--- src/shared/fb_regs_pkg.sv ---
package fb_regs_pkg;

  // ----------------------------------------
  // Register indices (byte address = 4 x index)
  // ----------------------------------------
  localparam logic [5:0] IX_FB_HIGH = 6'h22;
  localparam logic [5:0] IX_FB_LOW = 6'h24;
  localparam logic [5:0] IX_SEED_CTL = 6'h25;
  localparam logic [5:0] IX_DEN_HIGH = 6'h26;
  localparam logic [5:0] IX_DEN_LOW = 6'h27;
  localparam logic [5:0] IX_SEED_HIGH = 6'h28;
  localparam logic [5:0] IX_SEED_LOW = 6'h29;
  localparam logic [5:0] IX_NUM_HIGH = 6'h2A;
  localparam logic [5:0] IX_NUM_LOW = 6'h2B;
  localparam logic [5:0] IX_OUT_MOD = 6'h2C;
  localparam logic [5:0] IX_OUT_ASEL = 6'h2D;
  localparam logic [5:0] IX_OUT_BSEL = 6'h2E;
  localparam logic [5:0] IX_PIN_CFG = 6'h3A;

  // ----------------------------------------
  // Field positions
  // ----------------------------------------
  localparam int POS_SEED_EN = 15;
  localparam int POS_PFD_DLY = 8;
  localparam int POS_OUT_A_POWER_LEVEL = 8;
  localparam int POS_OUT_B_POWERDOWN = 7;
  localparam int POS_OUT_A_POWERDOWN = 6;
  localparam int POS_MOD_RUN = 5;
  localparam int POS_OUTA_SEL = 11;
  localparam int POS_BOOST = 9;
  localparam int POS_PIN_IGN = 15;
  localparam int POS_PIN_HYST = 14;
  localparam int POS_PIN_LVL = 12;
  localparam int POS_PIN_FMT = 9;

  // ----------------------------------------
  // Reset and fixed values
  // ----------------------------------------
  localparam logic [18:0] RST_N = 19'h00064;
  localparam logic [5:0] RST_PFD_DLY = 6'h02;
  localparam logic [31:0] RST_DEN = 32'hFFFFFFFF;
  localparam logic [5:0] RST_PWR = 6'h1F;
  localparam logic RST_OUT_B_POWERDOWN = 1'h1;
  localparam logic RST_MOD_RUN = 1'h1;
  localparam logic [1:0] RST_SEL = 2'h1;
  localparam logic RST_PIN_IGN = 1'h1;
  localparam logic [15:0] FIX_SEED_CTL = 16'h0004;
  localparam logic [15:0] FIX_OUT_ASEL = 16'hC0C0;
  localparam logic [15:0] FIX_OUT_BSEL = 16'h07FC;
  localparam logic [15:0] FIX_PIN_CFG = 16'h0001;

  // ----------------------------------------
  // Codes
  // ----------------------------------------
  localparam logic [2:0] ORDER_MAX = 3'h4;
  localparam logic [2:0] FMT_MAX = 3'h3;
  localparam logic [1:0] SEL_SPECIAL = 2'h2;
  localparam logic [1:0] SEL_HIZ = 2'h3;

  typedef enum logic [1:0] {
    ST_IDLE = 2'b01,
    ST_DONE = 2'b10
  } apb_state_e;

  typedef struct packed {
    logic [18:0] feedbackDivide;
    logic [31:0] fractionNumerator;
    logic [31:0] fractionDenominator;
    logic [31:0] modulatorSeed;
    logic [2:0] modulatorOrder;
    logic modulatorRun;
    logic [5:0] phaseDetectorDelaySelect;
    logic [5:0] outAPowerLevel;
    logic [5:0] outBPowerLevel;
    logic outAPowerdown;
    logic outBPowerdown;
    logic [1:0] outASourceSelect;
    logic [1:0] outBSourceSelect;
    logic [1:0] outputCurrentBoost;
    logic inputPinHysteresis;
    logic [1:0] inputPinBiasLevel;
    logic syncLvds;
    logic sysrefRequestLvds;
  } synth_cfg_s;

endpackage

--- src/hdl/cfg_field.sv ---
`timescale 1ns/100ps
module cfg_field #(
  parameter int W = 1,
  parameter int LSB = 0,
  parameter logic [W-1:0] RST = '0
) (
  input wire logic mclk,
  input wire logic resetn,
  input wire logic we,
  input wire logic [15:0] wdata,
  output logic [W-1:0] q
);

  always_ff @(posedge mclk) begin
    if (!resetn) begin
      q <= RST;
    end else if (we) begin
      q <= wdata[LSB +: W];
    end
  end

endmodule // cfg_field

--- src/hdl/seed_accum.sv ---
`timescale 1ns/100ps
module seed_accum (
  input wire logic mclk,
  input wire logic resetn,
  input wire logic clear,
  input wire logic addHigh,
  input wire logic addLow,
  input wire logic [15:0] addVal,
  output logic [31:0] seed
);

  // Clear wins over a write in the same cycle
  always_ff @(posedge mclk) begin
    if (!resetn || clear) begin
      seed <= 32'h00000000;
    end else if (addHigh) begin
      seed <= seed + {addVal, 16'h0000};
    end else if (addLow) begin
      seed <= seed + {16'h0000, addVal};
    end
  end

endmodule // seed_accum

--- src/hdl/feedback_divider_mash_output_regs.sv ---
// The implementer's own choice: the APB interface to the registers.
`timescale 1ns/100ps
module feedback_divider_mash_output_regs (
  input wire logic mclk,
  input wire logic resetn,
  input wire logic psel,
  input wire logic penable,
  input wire logic pwrite,
  input wire logic [7:0] paddr,
  input wire logic [31:0] pwdata,
  output logic [31:0] prdata,
  output logic pready,
  output logic pslverr,
  input wire logic doublerEnable,
  input wire logic sysrefOutputEnable,
  input wire logic phaseSyncMode,
  input wire logic syncPin,
  input wire logic sysrefRequestPin,
  output fb_regs_pkg::synth_cfg_s synthCfg,
  output logic syncUsed,
  output logic sysrefRequestUsed
);
  import fb_regs_pkg::*;

  apb_state_e st_q;
  apb_state_e st_d;
  logic pready_q;
  logic pslverr_q;
  logic [31:0] prdata_q;
  logic [5:0] idx;
  logic accessCyc;
  logic commit;
  logic rdHit;
  logic [15:0] rdWord;
  logic [63:0] wrIdx;
  logic [2:0] nHi_q;
  logic [15:0] nLo_q;
  logic seedEn_q;
  logic [5:0] pfdDly_q;
  logic [15:0] denHi_q;
  logic [15:0] denLo_q;
  logic [15:0] numHi_q;
  logic [15:0] numLo_q;
  logic [31:0] seedAcc;
  logic [5:0] outAPwr_q;
  logic [5:0] outBPwr_q;
  logic outBPd_q;
  logic outAPd_q;
  logic modRun_q;
  logic [2:0] modOrder_q;
  logic [1:0] outASel_q;
  logic [1:0] boost_q;
  logic [1:0] outBSel_q;
  logic pinIgn_q;
  logic pinHyst_q;
  logic [1:0] pinLvl_q;
  logic [2:0] pinFmt_q;
  logic pinsLive;
  synth_cfg_s cfg_d;
  synth_cfg_s cfg_q;
  logic syncUsed_q;
  logic sysrefReqUsed_q;

  // ----------------------------------------
  // APB slave, one wait state
  // ----------------------------------------
  assign idx = paddr[7:2];
  assign accessCyc = psel && penable;
  assign commit = accessCyc && (st_q == ST_DONE);

  always_comb begin
    st_d = st_q;
    unique case (st_q)
      ST_IDLE: begin
        if (accessCyc) begin
          st_d = ST_DONE;
        end
      end
      ST_DONE: begin
        st_d = ST_IDLE;
      end
      default: begin
        st_d = ST_IDLE;
      end
    endcase
  end

  always_ff @(posedge mclk) begin
    if (!resetn) begin
      st_q <= ST_IDLE;
    end else begin
      st_q <= st_d;
    end
  end

  always_ff @(posedge mclk) begin
    if (!resetn) begin
      pready_q <= 1'b0;
      pslverr_q <= 1'b0;
      prdata_q <= 32'h00000000;
    end else begin
      pready_q <= (st_q == ST_IDLE) && accessCyc;
      pslverr_q <= (st_q == ST_IDLE) && accessCyc && !rdHit;
      if ((st_q == ST_IDLE) && accessCyc) begin
        prdata_q <= (pwrite || !rdHit) ? 32'h00000000
                                       : {16'h0000, rdWord};
      end
    end
  end

  assign pready = pready_q;
  assign pslverr = pslverr_q;
  assign prdata = prdata_q;

  always_comb begin
    wrIdx = '0;
    if (commit && pwrite && rdHit) begin
      wrIdx[idx] = 1'b1;
    end
  end

  // ----------------------------------------
  // Read decode
  // ----------------------------------------
  always_comb begin
    rdHit = (paddr[1:0] == 2'h0);
    rdWord = 16'h0000;
    case (idx)
      IX_FB_HIGH: rdWord = {13'h0000, nHi_q};
      IX_FB_LOW: rdWord = nLo_q;
      IX_SEED_CTL: rdWord = FIX_SEED_CTL |
        {seedEn_q, 1'b0, pfdDly_q, 8'h00};
      IX_DEN_HIGH: rdWord = denHi_q;
      IX_DEN_LOW: rdWord = denLo_q;
      IX_SEED_HIGH: rdWord = seedAcc[31:16];
      IX_SEED_LOW: rdWord = seedAcc[15:0];
      IX_NUM_HIGH: rdWord = numHi_q;
      IX_NUM_LOW: rdWord = numLo_q;
      IX_OUT_MOD: rdWord = {2'h0, outAPwr_q, outBPd_q, outAPd_q,
        modRun_q, 2'h0, modOrder_q};
      IX_OUT_ASEL: rdWord = FIX_OUT_ASEL |
        {3'h0, outASel_q, boost_q, 3'h0, outBPwr_q};
      IX_OUT_BSEL: rdWord = FIX_OUT_BSEL | {14'h0000, outBSel_q};
      IX_PIN_CFG: rdWord = FIX_PIN_CFG |
        {pinIgn_q, pinHyst_q, pinLvl_q, pinFmt_q, 9'h000};
      default: rdHit = 1'b0;
    endcase
  end

  // ----------------------------------------
  // Divider and fraction fields
  // ----------------------------------------
  // divide value high bits
  cfg_field #(.W(3), .LSB(0), .RST(RST_N[18:16])) uNHi (.mclk(mclk),
    .resetn(resetn), .we(wrIdx[IX_FB_HIGH]), .wdata(pwdata[15:0]),
    .q(nHi_q));
  cfg_field #(.W(16), .LSB(0), .RST(RST_N[15:0])) uNLo (.mclk(mclk),
    .resetn(resetn), .we(wrIdx[IX_FB_LOW]), .wdata(pwdata[15:0]),
    .q(nLo_q));
  cfg_field #(.W(16), .LSB(0), .RST(RST_DEN[31:16])) uDenHi (
    .mclk(mclk), .resetn(resetn), .we(wrIdx[IX_DEN_HIGH]),
    .wdata(pwdata[15:0]), .q(denHi_q));
  cfg_field #(.W(16), .LSB(0), .RST(RST_DEN[15:0])) uDenLo (
    .mclk(mclk), .resetn(resetn), .we(wrIdx[IX_DEN_LOW]),
    .wdata(pwdata[15:0]), .q(denLo_q));
  cfg_field #(.W(16), .LSB(0), .RST(16'h0000)) uNumHi (
    .mclk(mclk), .resetn(resetn), .we(wrIdx[IX_NUM_HIGH]),
    .wdata(pwdata[15:0]), .q(numHi_q));
  cfg_field #(.W(16), .LSB(0), .RST(16'h0000)) uNumLo (
    .mclk(mclk), .resetn(resetn), .we(wrIdx[IX_NUM_LOW]),
    .wdata(pwdata[15:0]), .q(numLo_q));

  // ----------------------------------------
  // Modulator fields
  // ----------------------------------------
  // seed enable bit
  cfg_field #(.W(1), .LSB(POS_SEED_EN), .RST(1'h0)) uSeedEn (
    .mclk(mclk), .resetn(resetn), .we(wrIdx[IX_SEED_CTL]),
    .wdata(pwdata[15:0]), .q(seedEn_q));
  cfg_field #(.W(6), .LSB(POS_PFD_DLY), .RST(RST_PFD_DLY)) uPfd (
    .mclk(mclk), .resetn(resetn), .we(wrIdx[IX_SEED_CTL]),
    .wdata(pwdata[15:0]), .q(pfdDly_q));
  cfg_field #(.W(1), .LSB(POS_MOD_RUN), .RST(RST_MOD_RUN)) uRun (
    .mclk(mclk), .resetn(resetn), .we(wrIdx[IX_OUT_MOD]),
    .wdata(pwdata[15:0]), .q(modRun_q));
  cfg_field #(.W(3), .LSB(0), .RST(3'h0)) uOrder (
    .mclk(mclk), .resetn(resetn), .we(wrIdx[IX_OUT_MOD]),
    .wdata(pwdata[15:0]), .q(modOrder_q));
  seed_accum uSeed (
    .mclk(mclk),
    .resetn(resetn),
    .clear(!modRun_q),
    .addHigh(wrIdx[IX_SEED_HIGH]),
    .addLow(wrIdx[IX_SEED_LOW]),
    .addVal(pwdata[15:0]),
    .seed(seedAcc)
  );

  // ----------------------------------------
  // Output fields
  // ----------------------------------------
  // output A power
  cfg_field #(.W(6), .LSB(POS_OUT_A_POWER_LEVEL), .RST(RST_PWR)) uAPwr (
    .mclk(mclk), .resetn(resetn), .we(wrIdx[IX_OUT_MOD]),
    .wdata(pwdata[15:0]), .q(outAPwr_q));
  cfg_field #(.W(1), .LSB(POS_OUT_B_POWERDOWN), .RST(RST_OUT_B_POWERDOWN)) uBPd (
    .mclk(mclk), .resetn(resetn), .we(wrIdx[IX_OUT_MOD]),
    .wdata(pwdata[15:0]), .q(outBPd_q));
  cfg_field #(.W(1), .LSB(POS_OUT_A_POWERDOWN), .RST(1'h0)) uAPd (
    .mclk(mclk), .resetn(resetn), .we(wrIdx[IX_OUT_MOD]),
    .wdata(pwdata[15:0]), .q(outAPd_q));
  cfg_field #(.W(2), .LSB(POS_OUTA_SEL), .RST(RST_SEL)) uASel (
    .mclk(mclk), .resetn(resetn), .we(wrIdx[IX_OUT_ASEL]),
    .wdata(pwdata[15:0]), .q(outASel_q));
  cfg_field #(.W(2), .LSB(POS_BOOST), .RST(2'h0)) uBoost (
    .mclk(mclk), .resetn(resetn), .we(wrIdx[IX_OUT_ASEL]),
    .wdata(pwdata[15:0]), .q(boost_q));
  cfg_field #(.W(6), .LSB(0), .RST(RST_PWR)) uBPwr (
    .mclk(mclk), .resetn(resetn), .we(wrIdx[IX_OUT_ASEL]),
    .wdata(pwdata[15:0]), .q(outBPwr_q));
  cfg_field #(.W(2), .LSB(0), .RST(RST_SEL)) uBSel (
    .mclk(mclk), .resetn(resetn), .we(wrIdx[IX_OUT_BSEL]),
    .wdata(pwdata[15:0]), .q(outBSel_q));

  // ----------------------------------------
  // Input pin fields
  // ----------------------------------------
  // pin ignore bit
  cfg_field #(.W(1), .LSB(POS_PIN_IGN), .RST(RST_PIN_IGN)) uIgn (
    .mclk(mclk), .resetn(resetn), .we(wrIdx[IX_PIN_CFG]),
    .wdata(pwdata[15:0]), .q(pinIgn_q));
  cfg_field #(.W(1), .LSB(POS_PIN_HYST), .RST(1'h0)) uHyst (
    .mclk(mclk), .resetn(resetn), .we(wrIdx[IX_PIN_CFG]),
    .wdata(pwdata[15:0]), .q(pinHyst_q));
  cfg_field #(.W(2), .LSB(POS_PIN_LVL), .RST(2'h0)) uLvl (
    .mclk(mclk), .resetn(resetn), .we(wrIdx[IX_PIN_CFG]),
    .wdata(pwdata[15:0]), .q(pinLvl_q));
  cfg_field #(.W(3), .LSB(POS_PIN_FMT), .RST(3'h0)) uFmt (
    .mclk(mclk), .resetn(resetn), .we(wrIdx[IX_PIN_CFG]),
    .wdata(pwdata[15:0]), .q(pinFmt_q));

  // ----------------------------------------
  // Effective configuration
  // ----------------------------------------
  // pins used only when valid
  assign pinsLive = !pinIgn_q && phaseSyncMode && (pinFmt_q <= FMT_MAX);

  always_comb begin
    cfg_d = '0;
    cfg_d.feedbackDivide = {nHi_q, nLo_q};
    cfg_d.fractionDenominator = {denHi_q, denLo_q};
    cfg_d.modulatorRun = modRun_q;
    if (modRun_q && modOrder_q != 3'h0 && modOrder_q <= ORDER_MAX) begin
      cfg_d.modulatorOrder = modOrder_q;
      cfg_d.fractionNumerator = {numHi_q, numLo_q};
    end
    if (modRun_q && seedEn_q) begin
      cfg_d.modulatorSeed = seedAcc;
    end
    cfg_d.phaseDetectorDelaySelect = pfdDly_q;
    cfg_d.outAPowerLevel = outAPwr_q;
    cfg_d.outBPowerLevel = outBPwr_q;
    cfg_d.outAPowerdown = outAPd_q;
    cfg_d.outBPowerdown = outBPd_q;
    cfg_d.outputCurrentBoost = boost_q;
    cfg_d.outASourceSelect = outASel_q;
    if (outASel_q == SEL_SPECIAL && !doublerEnable) begin
      cfg_d.outASourceSelect = SEL_HIZ;
    end
    cfg_d.outBSourceSelect = outBSel_q;
    if (outBSel_q == SEL_SPECIAL && !sysrefOutputEnable) begin
      cfg_d.outBSourceSelect = SEL_HIZ;
    end
    cfg_d.inputPinHysteresis = pinHyst_q;
    cfg_d.inputPinBiasLevel = pinLvl_q;
    cfg_d.syncLvds = pinFmt_q[0];
    cfg_d.sysrefRequestLvds = pinFmt_q[1];
  end

  always_ff @(posedge mclk) begin
    if (!resetn) begin
      cfg_q <= '0;
    end else begin
      cfg_q <= cfg_d;
    end
  end

  always_ff @(posedge mclk) begin
    if (!resetn) begin
      syncUsed_q <= 1'b0;
      sysrefReqUsed_q <= 1'b0;
    end else begin
      syncUsed_q <= syncPin && pinsLive;
      sysrefReqUsed_q <= sysrefRequestPin && pinsLive;
    end
  end

  assign synthCfg = cfg_q;
  assign syncUsed = syncUsed_q;
  assign sysrefRequestUsed = sysrefReqUsed_q;

  // ----------------------------------------
  // Checks
  // ----------------------------------------
  div_reset_a: assert property (
    @(posedge mclk) disable iff (!resetn)
    $rose(resetn) |-> ({nHi_q, nLo_q} == RST_N)
      && (pfdDly_q == RST_PFD_DLY))
    else $error("divide or delay not at reset value");

  seed_add_a: assert property (
    @(posedge mclk) disable iff (!resetn)
    wrIdx[IX_SEED_LOW] && modRun_q |=>
      seedAcc == $past(seedAcc) + {16'h0000, $past(pwdata[15:0])})
    else $error("seed write did not accumulate");

  seed_clear_a: assert property (
    @(posedge mclk) disable iff (!resetn)
    !modRun_q |=> seedAcc == 32'h00000000)
    else $error("seed not cleared by modulator reset");

  seed_gate_a: assert property (
    @(posedge mclk) disable iff (!resetn)
    !seedEn_q |=> cfg_q.modulatorSeed == 32'h00000000)
    else $error("seed applied while disabled");

  frac_ignore_a: assert property (
    @(posedge mclk) disable iff (!resetn)
    !modRun_q |=> cfg_q.fractionNumerator == 32'h00000000
      && cfg_q.modulatorOrder == 3'h0)
    else $error("fraction used while modulator reset");

  order_resv_a: assert property (
    @(posedge mclk) disable iff (!resetn)
    modOrder_q > ORDER_MAX |=> cfg_q.modulatorOrder == 3'h0)
    else $error("reserved order reached output");

  outa_dbl_a: assert property (
    @(posedge mclk) disable iff (!resetn)
    outASel_q == SEL_SPECIAL && !doublerEnable
      |=> cfg_q.outASourceSelect == SEL_HIZ)
    else $error("doubler routed without enable");

  pdown_b_a: assert property (
    @(posedge mclk) disable iff (!resetn)
    $past(resetn) |-> cfg_q.outBPowerdown == $past(outBPd_q))
    else $error("output B powerdown not followed");

  pins_ign_a: assert property (
    @(posedge mclk) disable iff (!resetn)
    pinIgn_q |=> !syncUsed_q && !sysrefReqUsed_q)
    else $error("input pin used while ignored");

  apb_wait_a: assert property (
    @(posedge mclk) disable iff (!resetn)
    accessCyc && !pready_q |=> pready_q ##1 !pready_q)
    else $error("pready not a single pulse after wait");

endmodule // feedback_divider_mash_output_regs

--- config.mk ---
export PLATFORM = sky130hd
export DESIGN_NAME = feedback_divider_mash_output_regs
export DESIGN_NICKNAME = d
export VERILOG_FILES = /design/src/shared/fb_regs_pkg.sv /design/src/hdl/cfg_field.sv /design/src/hdl/seed_accum.sv /design/src/hdl/feedback_divider_mash_output_regs.sv
export SDC_FILE = /design/constraint.sdc
export NUM_CORES = 1
export LEC_CHECK = 0
export BUFFER_PORTS_ARGS = -buffer_cell sky130_fd_sc_hd__buf_2
export CELL_PAD_IN_SITES_DETAIL_PLACEMENT = 2
export CELL_PAD_IN_SITES_GLOBAL_PLACEMENT = 2
export CORE_ASPECT_RATIO = 2
export CORE_MARGIN = 8
export CORE_UTILIZATION = 33
export CTS_CLUSTER_DIAMETER = 30
export DETAILED_ROUTE_END_ITERATION = 7
export HOLD_SLACK_MARGIN = 0.08
export PLACE_DENSITY_LB_ADDON = 0.1
export SYNTH_ARGS = -nofsm -noshare
export SYNTH_HDL_FRONTEND = slang
export SYNTH_SLANG_ARGS = --single-unit
--- constraint.sdc ---
create_clock -name mclk -period 3.4 [get_ports mclk]
set_input_delay 0.68 -clock mclk [delete_from_list [all_inputs] [get_ports mclk]]
set_output_delay 0.68 -clock mclk [all_outputs]
set_load 0.005 [all_outputs]
---- Yosys cells after proc, flatten, opt, wreduce, memory -nomap -nowiden ----
Cells that the tools add are included.
Widths: inputs -> output; s select.
cells by class
  equality and inequality tests ........... 17
  $lt $le $gt $ge ......................... 4
  reduce and logical (&&, ||, !) cells .... 31
  add/subtract/negate cells ............... 2
  multiplexer cells ....................... 10
operators with widths
  cell                count
  $pmux 16 s13        1
  $eq 6x6->1 const B  13
  $mux 32             2
  $mux 59             1
  $add 32x16->32      1
  $add 32x32->32      1
  $logic_and 1x1->1   16
  $mux 16             1
  $reduce_or 13->1    1
  $lt 6x7->1 const B  1
  $demux 1 s6         1
  $eq 2x2->1 const B  3
  $ge 6x1->1 const B  1
  $logic_not 1->1     6
  $reduce_and 2->1    3
  $mux 2              2
  $le 3x2->1 const B  1
  $le 3x3->1 const B  1
  $reduce_bool 3->1   1
  $eq 2x1->1 const B  1
  $logic_not 2->1     1
  $logic_or 1x1->1    2
  $mux 1              2
  $reduce_bool 2->1   1
storage, ports and cells
  output and inout bits ................... 186
  flip-flop bits (word level) ............. 341

---- Longest topological paths before layout ----
  depth after elaboration ................. 7
  depth in mapped cells ................... 12
  mapped depth without buffers ............ 12

---- Cells and area by module ----
Synthesis repeated with hierarchy kept, for this count alone.
second synthesis, totals
  cell total of the unflattened synthesis .. 1400
  area total of the unflattened synthesis .. 14027.2 µm²
by module, submodules not included
  module                             instances  area an instance (µm²)  cells an instance
  feedback_divider_mash_output_regs  1          6517.5                  632
  seed_accum                         1          3027.9                  385
  cfg_field (uNumHi ...)             2          615.6                   51
  cfg_field (uDenHi ...)             2          580.6                   52
  cfg_field (uNLo)                   1          608.1                   51
  cfg_field (uAPwr ...)              2          216.5                   19
  cfg_field (uFmt ...)               3          108.9                   9
  cfg_field (uPfd)                   1          226.5                   19
  cfg_field (uBoost ...)             2          72.6                    6
  cfg_field (uASel ...)              2          70.1                    6
  cfg_field (uAPd ...)               3          36.3                    3
  cfg_field (uBPd ...)               3          33.8                    3

---- Worst setup path after synthesis ----
Ideal clock, no wire load.
  path type ............................... input to register
  from .................................... input pwdata[0]
  to ...................................... register uSeed.seed[30]
  cell stages on the path ................. 12
  library setup time ...................... 79 ps
  buffers on the path ..................... 0
  setup slack ............................. 393 ps
  arrival time ............................ 2928 ps
  path through ............................ ha_1 > inv_1 > fa_1 > nand2b_1 > a21oi_1 > o22ai_1 > a31o_2 > o32a_4 > nor2_4 > a211oi_1 > a31o_1 > a211oi_2
between the ends
  word-level cells in the longest chain between the ends .. 3
  elaborated cells between the ends (all ways) .. 4
  classes of those cells .................. add/sub: 2; mux: 2
RTL lines
  element               line                                     RTL
  from (decl)           feedback_divider_mash_output_regs.sv:10  input wire logic [31:0] pwdata,
  $add 32x16->32        seed_accum.sv:19                         seed <= seed + {16'h0000, addVal};
  $mux 32               seed_accum.sv:18                         end else if (addLow) begin
  $mux 32 *             seed_accum.sv:16                         end else if (addHigh) begin
  to (signal assigned)  seed_accum.sv:17                         seed <= seed + {addVal, 16'h0000};
  to (signal assigned)  seed_accum.sv:19
  to (decl)             seed_accum.sv:9                          output logic [31:0] seed
Every way passes the cells marked *; elsewhere a longest branch is shown, timed or not. The select of a mux whose other input is x is not followed.
A chain may end at the register's enable or synchronous reset.

---- Final worst setup path ----
  from .................................... register uSeed.seed[0]
  to ...................................... register uSeed.seed[30]
between the ends
  word-level cells in the longest chain between the ends .. 3
  elaborated cells between the ends (all ways) .. 4
  classes of those cells .................. add/sub: 2; mux: 2
RTL lines
  element         line
  $add 32x16->32  seed_accum.sv:19
  $mux 32         seed_accum.sv:18
  $mux 32 *       seed_accum.sv:16
Marked as above.

==> impl_metrics.yaml <==
yosys:
  syn_inst: 1488
  synth-edff-count: 0
  ys_types: 67
  synth_flop_cell: "dfxtp_1"
  avgSynthCellArea_um2: 8.78
  synthArstFlopShare: 0
  synth_top_area_cell: "dfxtp_1"
  ys_ff_latch: 325
  synth.area.top_cells: "dfxtp_1 (50%), nand2_1 (8.8%), and2_1 (5.7%)"
  yosysWarnings: 0
  synth_top_cell_area_share: 0.498
  syn-cell-area_mm2: 0.0131
  yosysSeqAreaShare: 0.498
route:
  drtIter0Drc: 447
  ant_nets: 0
  vias: 12200
  wirelength_mm: 59.2
  drc: 0
  post_drt_wl_per_cell_um: 25.6
  drtPass1Iterations: 6
  viasPerCell: 5.28
layout:
  final_area_mm2: 0.0167
  drive_gt1_frac: 0.236
  nNetsFinal: 1834
  area_growth_syn_to_layout_pct: 28.0
  fill_cells: 4378
  regArea_mm2: 0.00651
  multiInputGateArea_mm2: 0.00613
timing:
  fmax_mhz: 311
  setup_slack_ns: 0.184
  skew_ns: 0.0213
  slew_headroom: 0.457
  hold_viol_final: 0
  setup_viol: 0
  fin_crit_ns: 3.22
  worst-slew-pin-transition_ns: 0.815
  drv_slew: 0
  rsz0062_at_grt: "no"
  finalCritPeriodShare: 0.946
floorplan:
  fp.dieH_um: 297
  core_mm2: 0.0393
  rows: 103
  die_width_um: 157
  io_pins: 236
  initial_core_util: 0.332
  die-area_mm2: 0.0466
clock_network:
  cts_made_buffers: 46
  cts_setup_buffers: 0
  h-tree-depth: 2
  cts_buffer_depth: 3
  path_clk_slew_ns: 0.06
  cts_resized: 0
  cts_tree: "yes"
  postCtsHoldBufs: 0
  clockRootBuffer: "clkbuf_16"
  insertion_delay_ns: 0.56
  numClockSinks: 325
pwr:
  p_sw_frac: 0.253
  p_leak_uw: 0.00732
  internal-power_uw: 6900
  peakVddDrop_uv: 417
  p_per_area_mw_per_mm2: 552
  seq_power_share: 0.417
  p_comb_frac: 0.045
  p_sw_uw: 2330
  power_frac_clock: 0.538
setup_path:
  start_kind: "register"
  rr_worst_depth: 12
  worst-endpoint-required_ns: 3.87
  cp-end-kind: "register"
  path_max_fanout: 4
  crit_arrival_ns: 3.69
  path_class: "reg2reg"
grt:
  grt_max_degree: 93
  grt-ovfl-total: 0
  antenna_found_initial: 1
  track_usage: 0.252
  grt_pass1_vias: 13700
  grt_pass1_wl_mm: 87.4
outcome:
  status: "completed"
placement:
  place_area_mm2: 0.0151
  io_buffers: 203
  dp_hpwl_mm: 45.9
  gp_congestion: 0.900
  post-place-ws_ns: -0.224
flow_run:
  maxCapViolations: 0
min_path:
  holdPathStages: 2
  hp-class: "in2reg"
[metrics by stage]
step | hold slack (ns) | TNS, ns | cells | total power, µW | util
after global routing | 0.332 | 0 | 2315 | 9510 | 0.425
after floorplan | 0.437 | 0 | 1503 | 4140 | -
after detailed placement | 0.465 | -0.570 | 2228 | 4350 | 0.384
after CTS | 0.304 | 0 | 2314 | 9340 | 0.425
after global placement | 0.447 | -0.166 | 2228 | 4340 | 0.384
final | 0.319 | 0 | 2316 | 9230 | 0.425
[per-layer routing]
metal  GRT usage  vias up  part of all wire
met1       0.241     6160              0.34
met4       0.154        0             0.063
met3      0.0305      131             0.038
met5           0        -                 0
met2       0.492      337              0.56
li1            -     5608                 -
[synth_stat cells, drive strengths merged, types with 11 or more instances]
| cell type | n |
|---|---|
| ha | 31 |
| clkbuf | 77 |
| dfxtp | 325 |
| xor2 | 22 |
| o21ai | 37 |
| a211oi | 11 |
| buf | 23 |
| nand3 | 76 |
| xnor2 | 12 |
| a21oi | 126 |
| nor2 | 78 |
| nand2 | 307 |
| nor3 | 20 |
| and2 | 121 |
| a22oi | 39 |
| and3 | 44 |
[path summary, 6_finish.rpt]
check,from,to,slack (ns)
max,uSeed.seed[0]$_SDFFE_PP0P_,uSeed.seed[30]$_SDFFE_PP0P_,0.18
min,sysrefRequestPin,sysrefRequestUsed$_SDFF_PN0_,0.32
max reg2reg,uSeed.seed[0]$_SDFFE_PP0P_,uSeed.seed[30]$_SDFFE_PP0P_,0.18
min reg2reg,prdata[5]$_SDFFE_PN0P_,prdata[5]$_SDFFE_PN0P_,0.46
[kinds of logic (layout without fill, tap and decap cells)]
kind of cell | Yosys count | in the layout | synth area share
xor+xnor | 34 | 34 | 0.0228
other cells | 1 | 18 | 0.000287
simple gates | 684 | 684 | 0.250
compound gates | 280 | 280 | 0.136
buf+inv | 110 | 396 | 0.0369
mux | 21 | 21 | 0.0232
flops | 325 | 325 | 0.498
fa+ha+maj | 33 | 33 | 0.0328
[cell type report]
cell class / count / area share
Inverter: 10 / 0.00224
Tap cell: 525 / 0.0393
Sequential cell: 325 / 0.389
Clock inverter: 36 / 0.0224
Antenna cell: 2 / 0.000299
Clock buffer: 50 / 0.0741
Timing Repair Buffer: 300 / 0.106
Multi-Input combinational cell: 1068 / 0.367
[layout by cell type (no fill, tap or decap), types with 16 or more instances in the layout]
cell / n
nand2_1: 305
a21oi_1: 124
and3_1: 44
clkbuf_16: 49
buf_2: 202
ha_1: 31
a22oi_1: 39
and2_1: 120
nor2_1: 75
xor2_1: 22
dfxtp_1: 325
buf_4: 96
conb_1: 16
o21ai_0: 37
nand3_1: 76
[power groups by stage]
stage | Sequential (µW) | Combinational (µW) | Clock (µW)
after floorplan | 3940 | 205 | 0
after global placement | 3930 | 408 | 0
after detailed placement | 3930 | 416 | 0
after CTS | 3850 | 418 | 5070
after global routing | 3850 | 446 | 5210
final | 3850 | 416 | 4960
[sequential cells by signal, indices dropped and copies added, names as in the netlist, 3 cells and up]
register and count:
uNumLo.q 16, synthCfg 150, prdata 16, uNHi.q 3, uDenLo.q 16, uFmt.q 3
uOrder.q 3, uBPwr.q 6, uSeed.seed 32, uNumHi.q 16, uDenHi.q 16, uNLo.q 16
uAPwr.q 6, uPfd.q 6
[worst max-delay path: stages, from the launching register on]
cell and delay [ns]:
dfxtp_1 0.44, ha_1 0.24, inv_1 0.07, fa_1 0.38, nand2b_1 0.18, a21oi_1 0.27
o22ai_1 0.21, a31o_2 0.25, o32a_4 0.42, nor2_4 0.18, a211oi_1 0.10, a31o_1 0.22
a211oi_2 0.18
No activity file was read; power rests on OpenSTA's default activity.
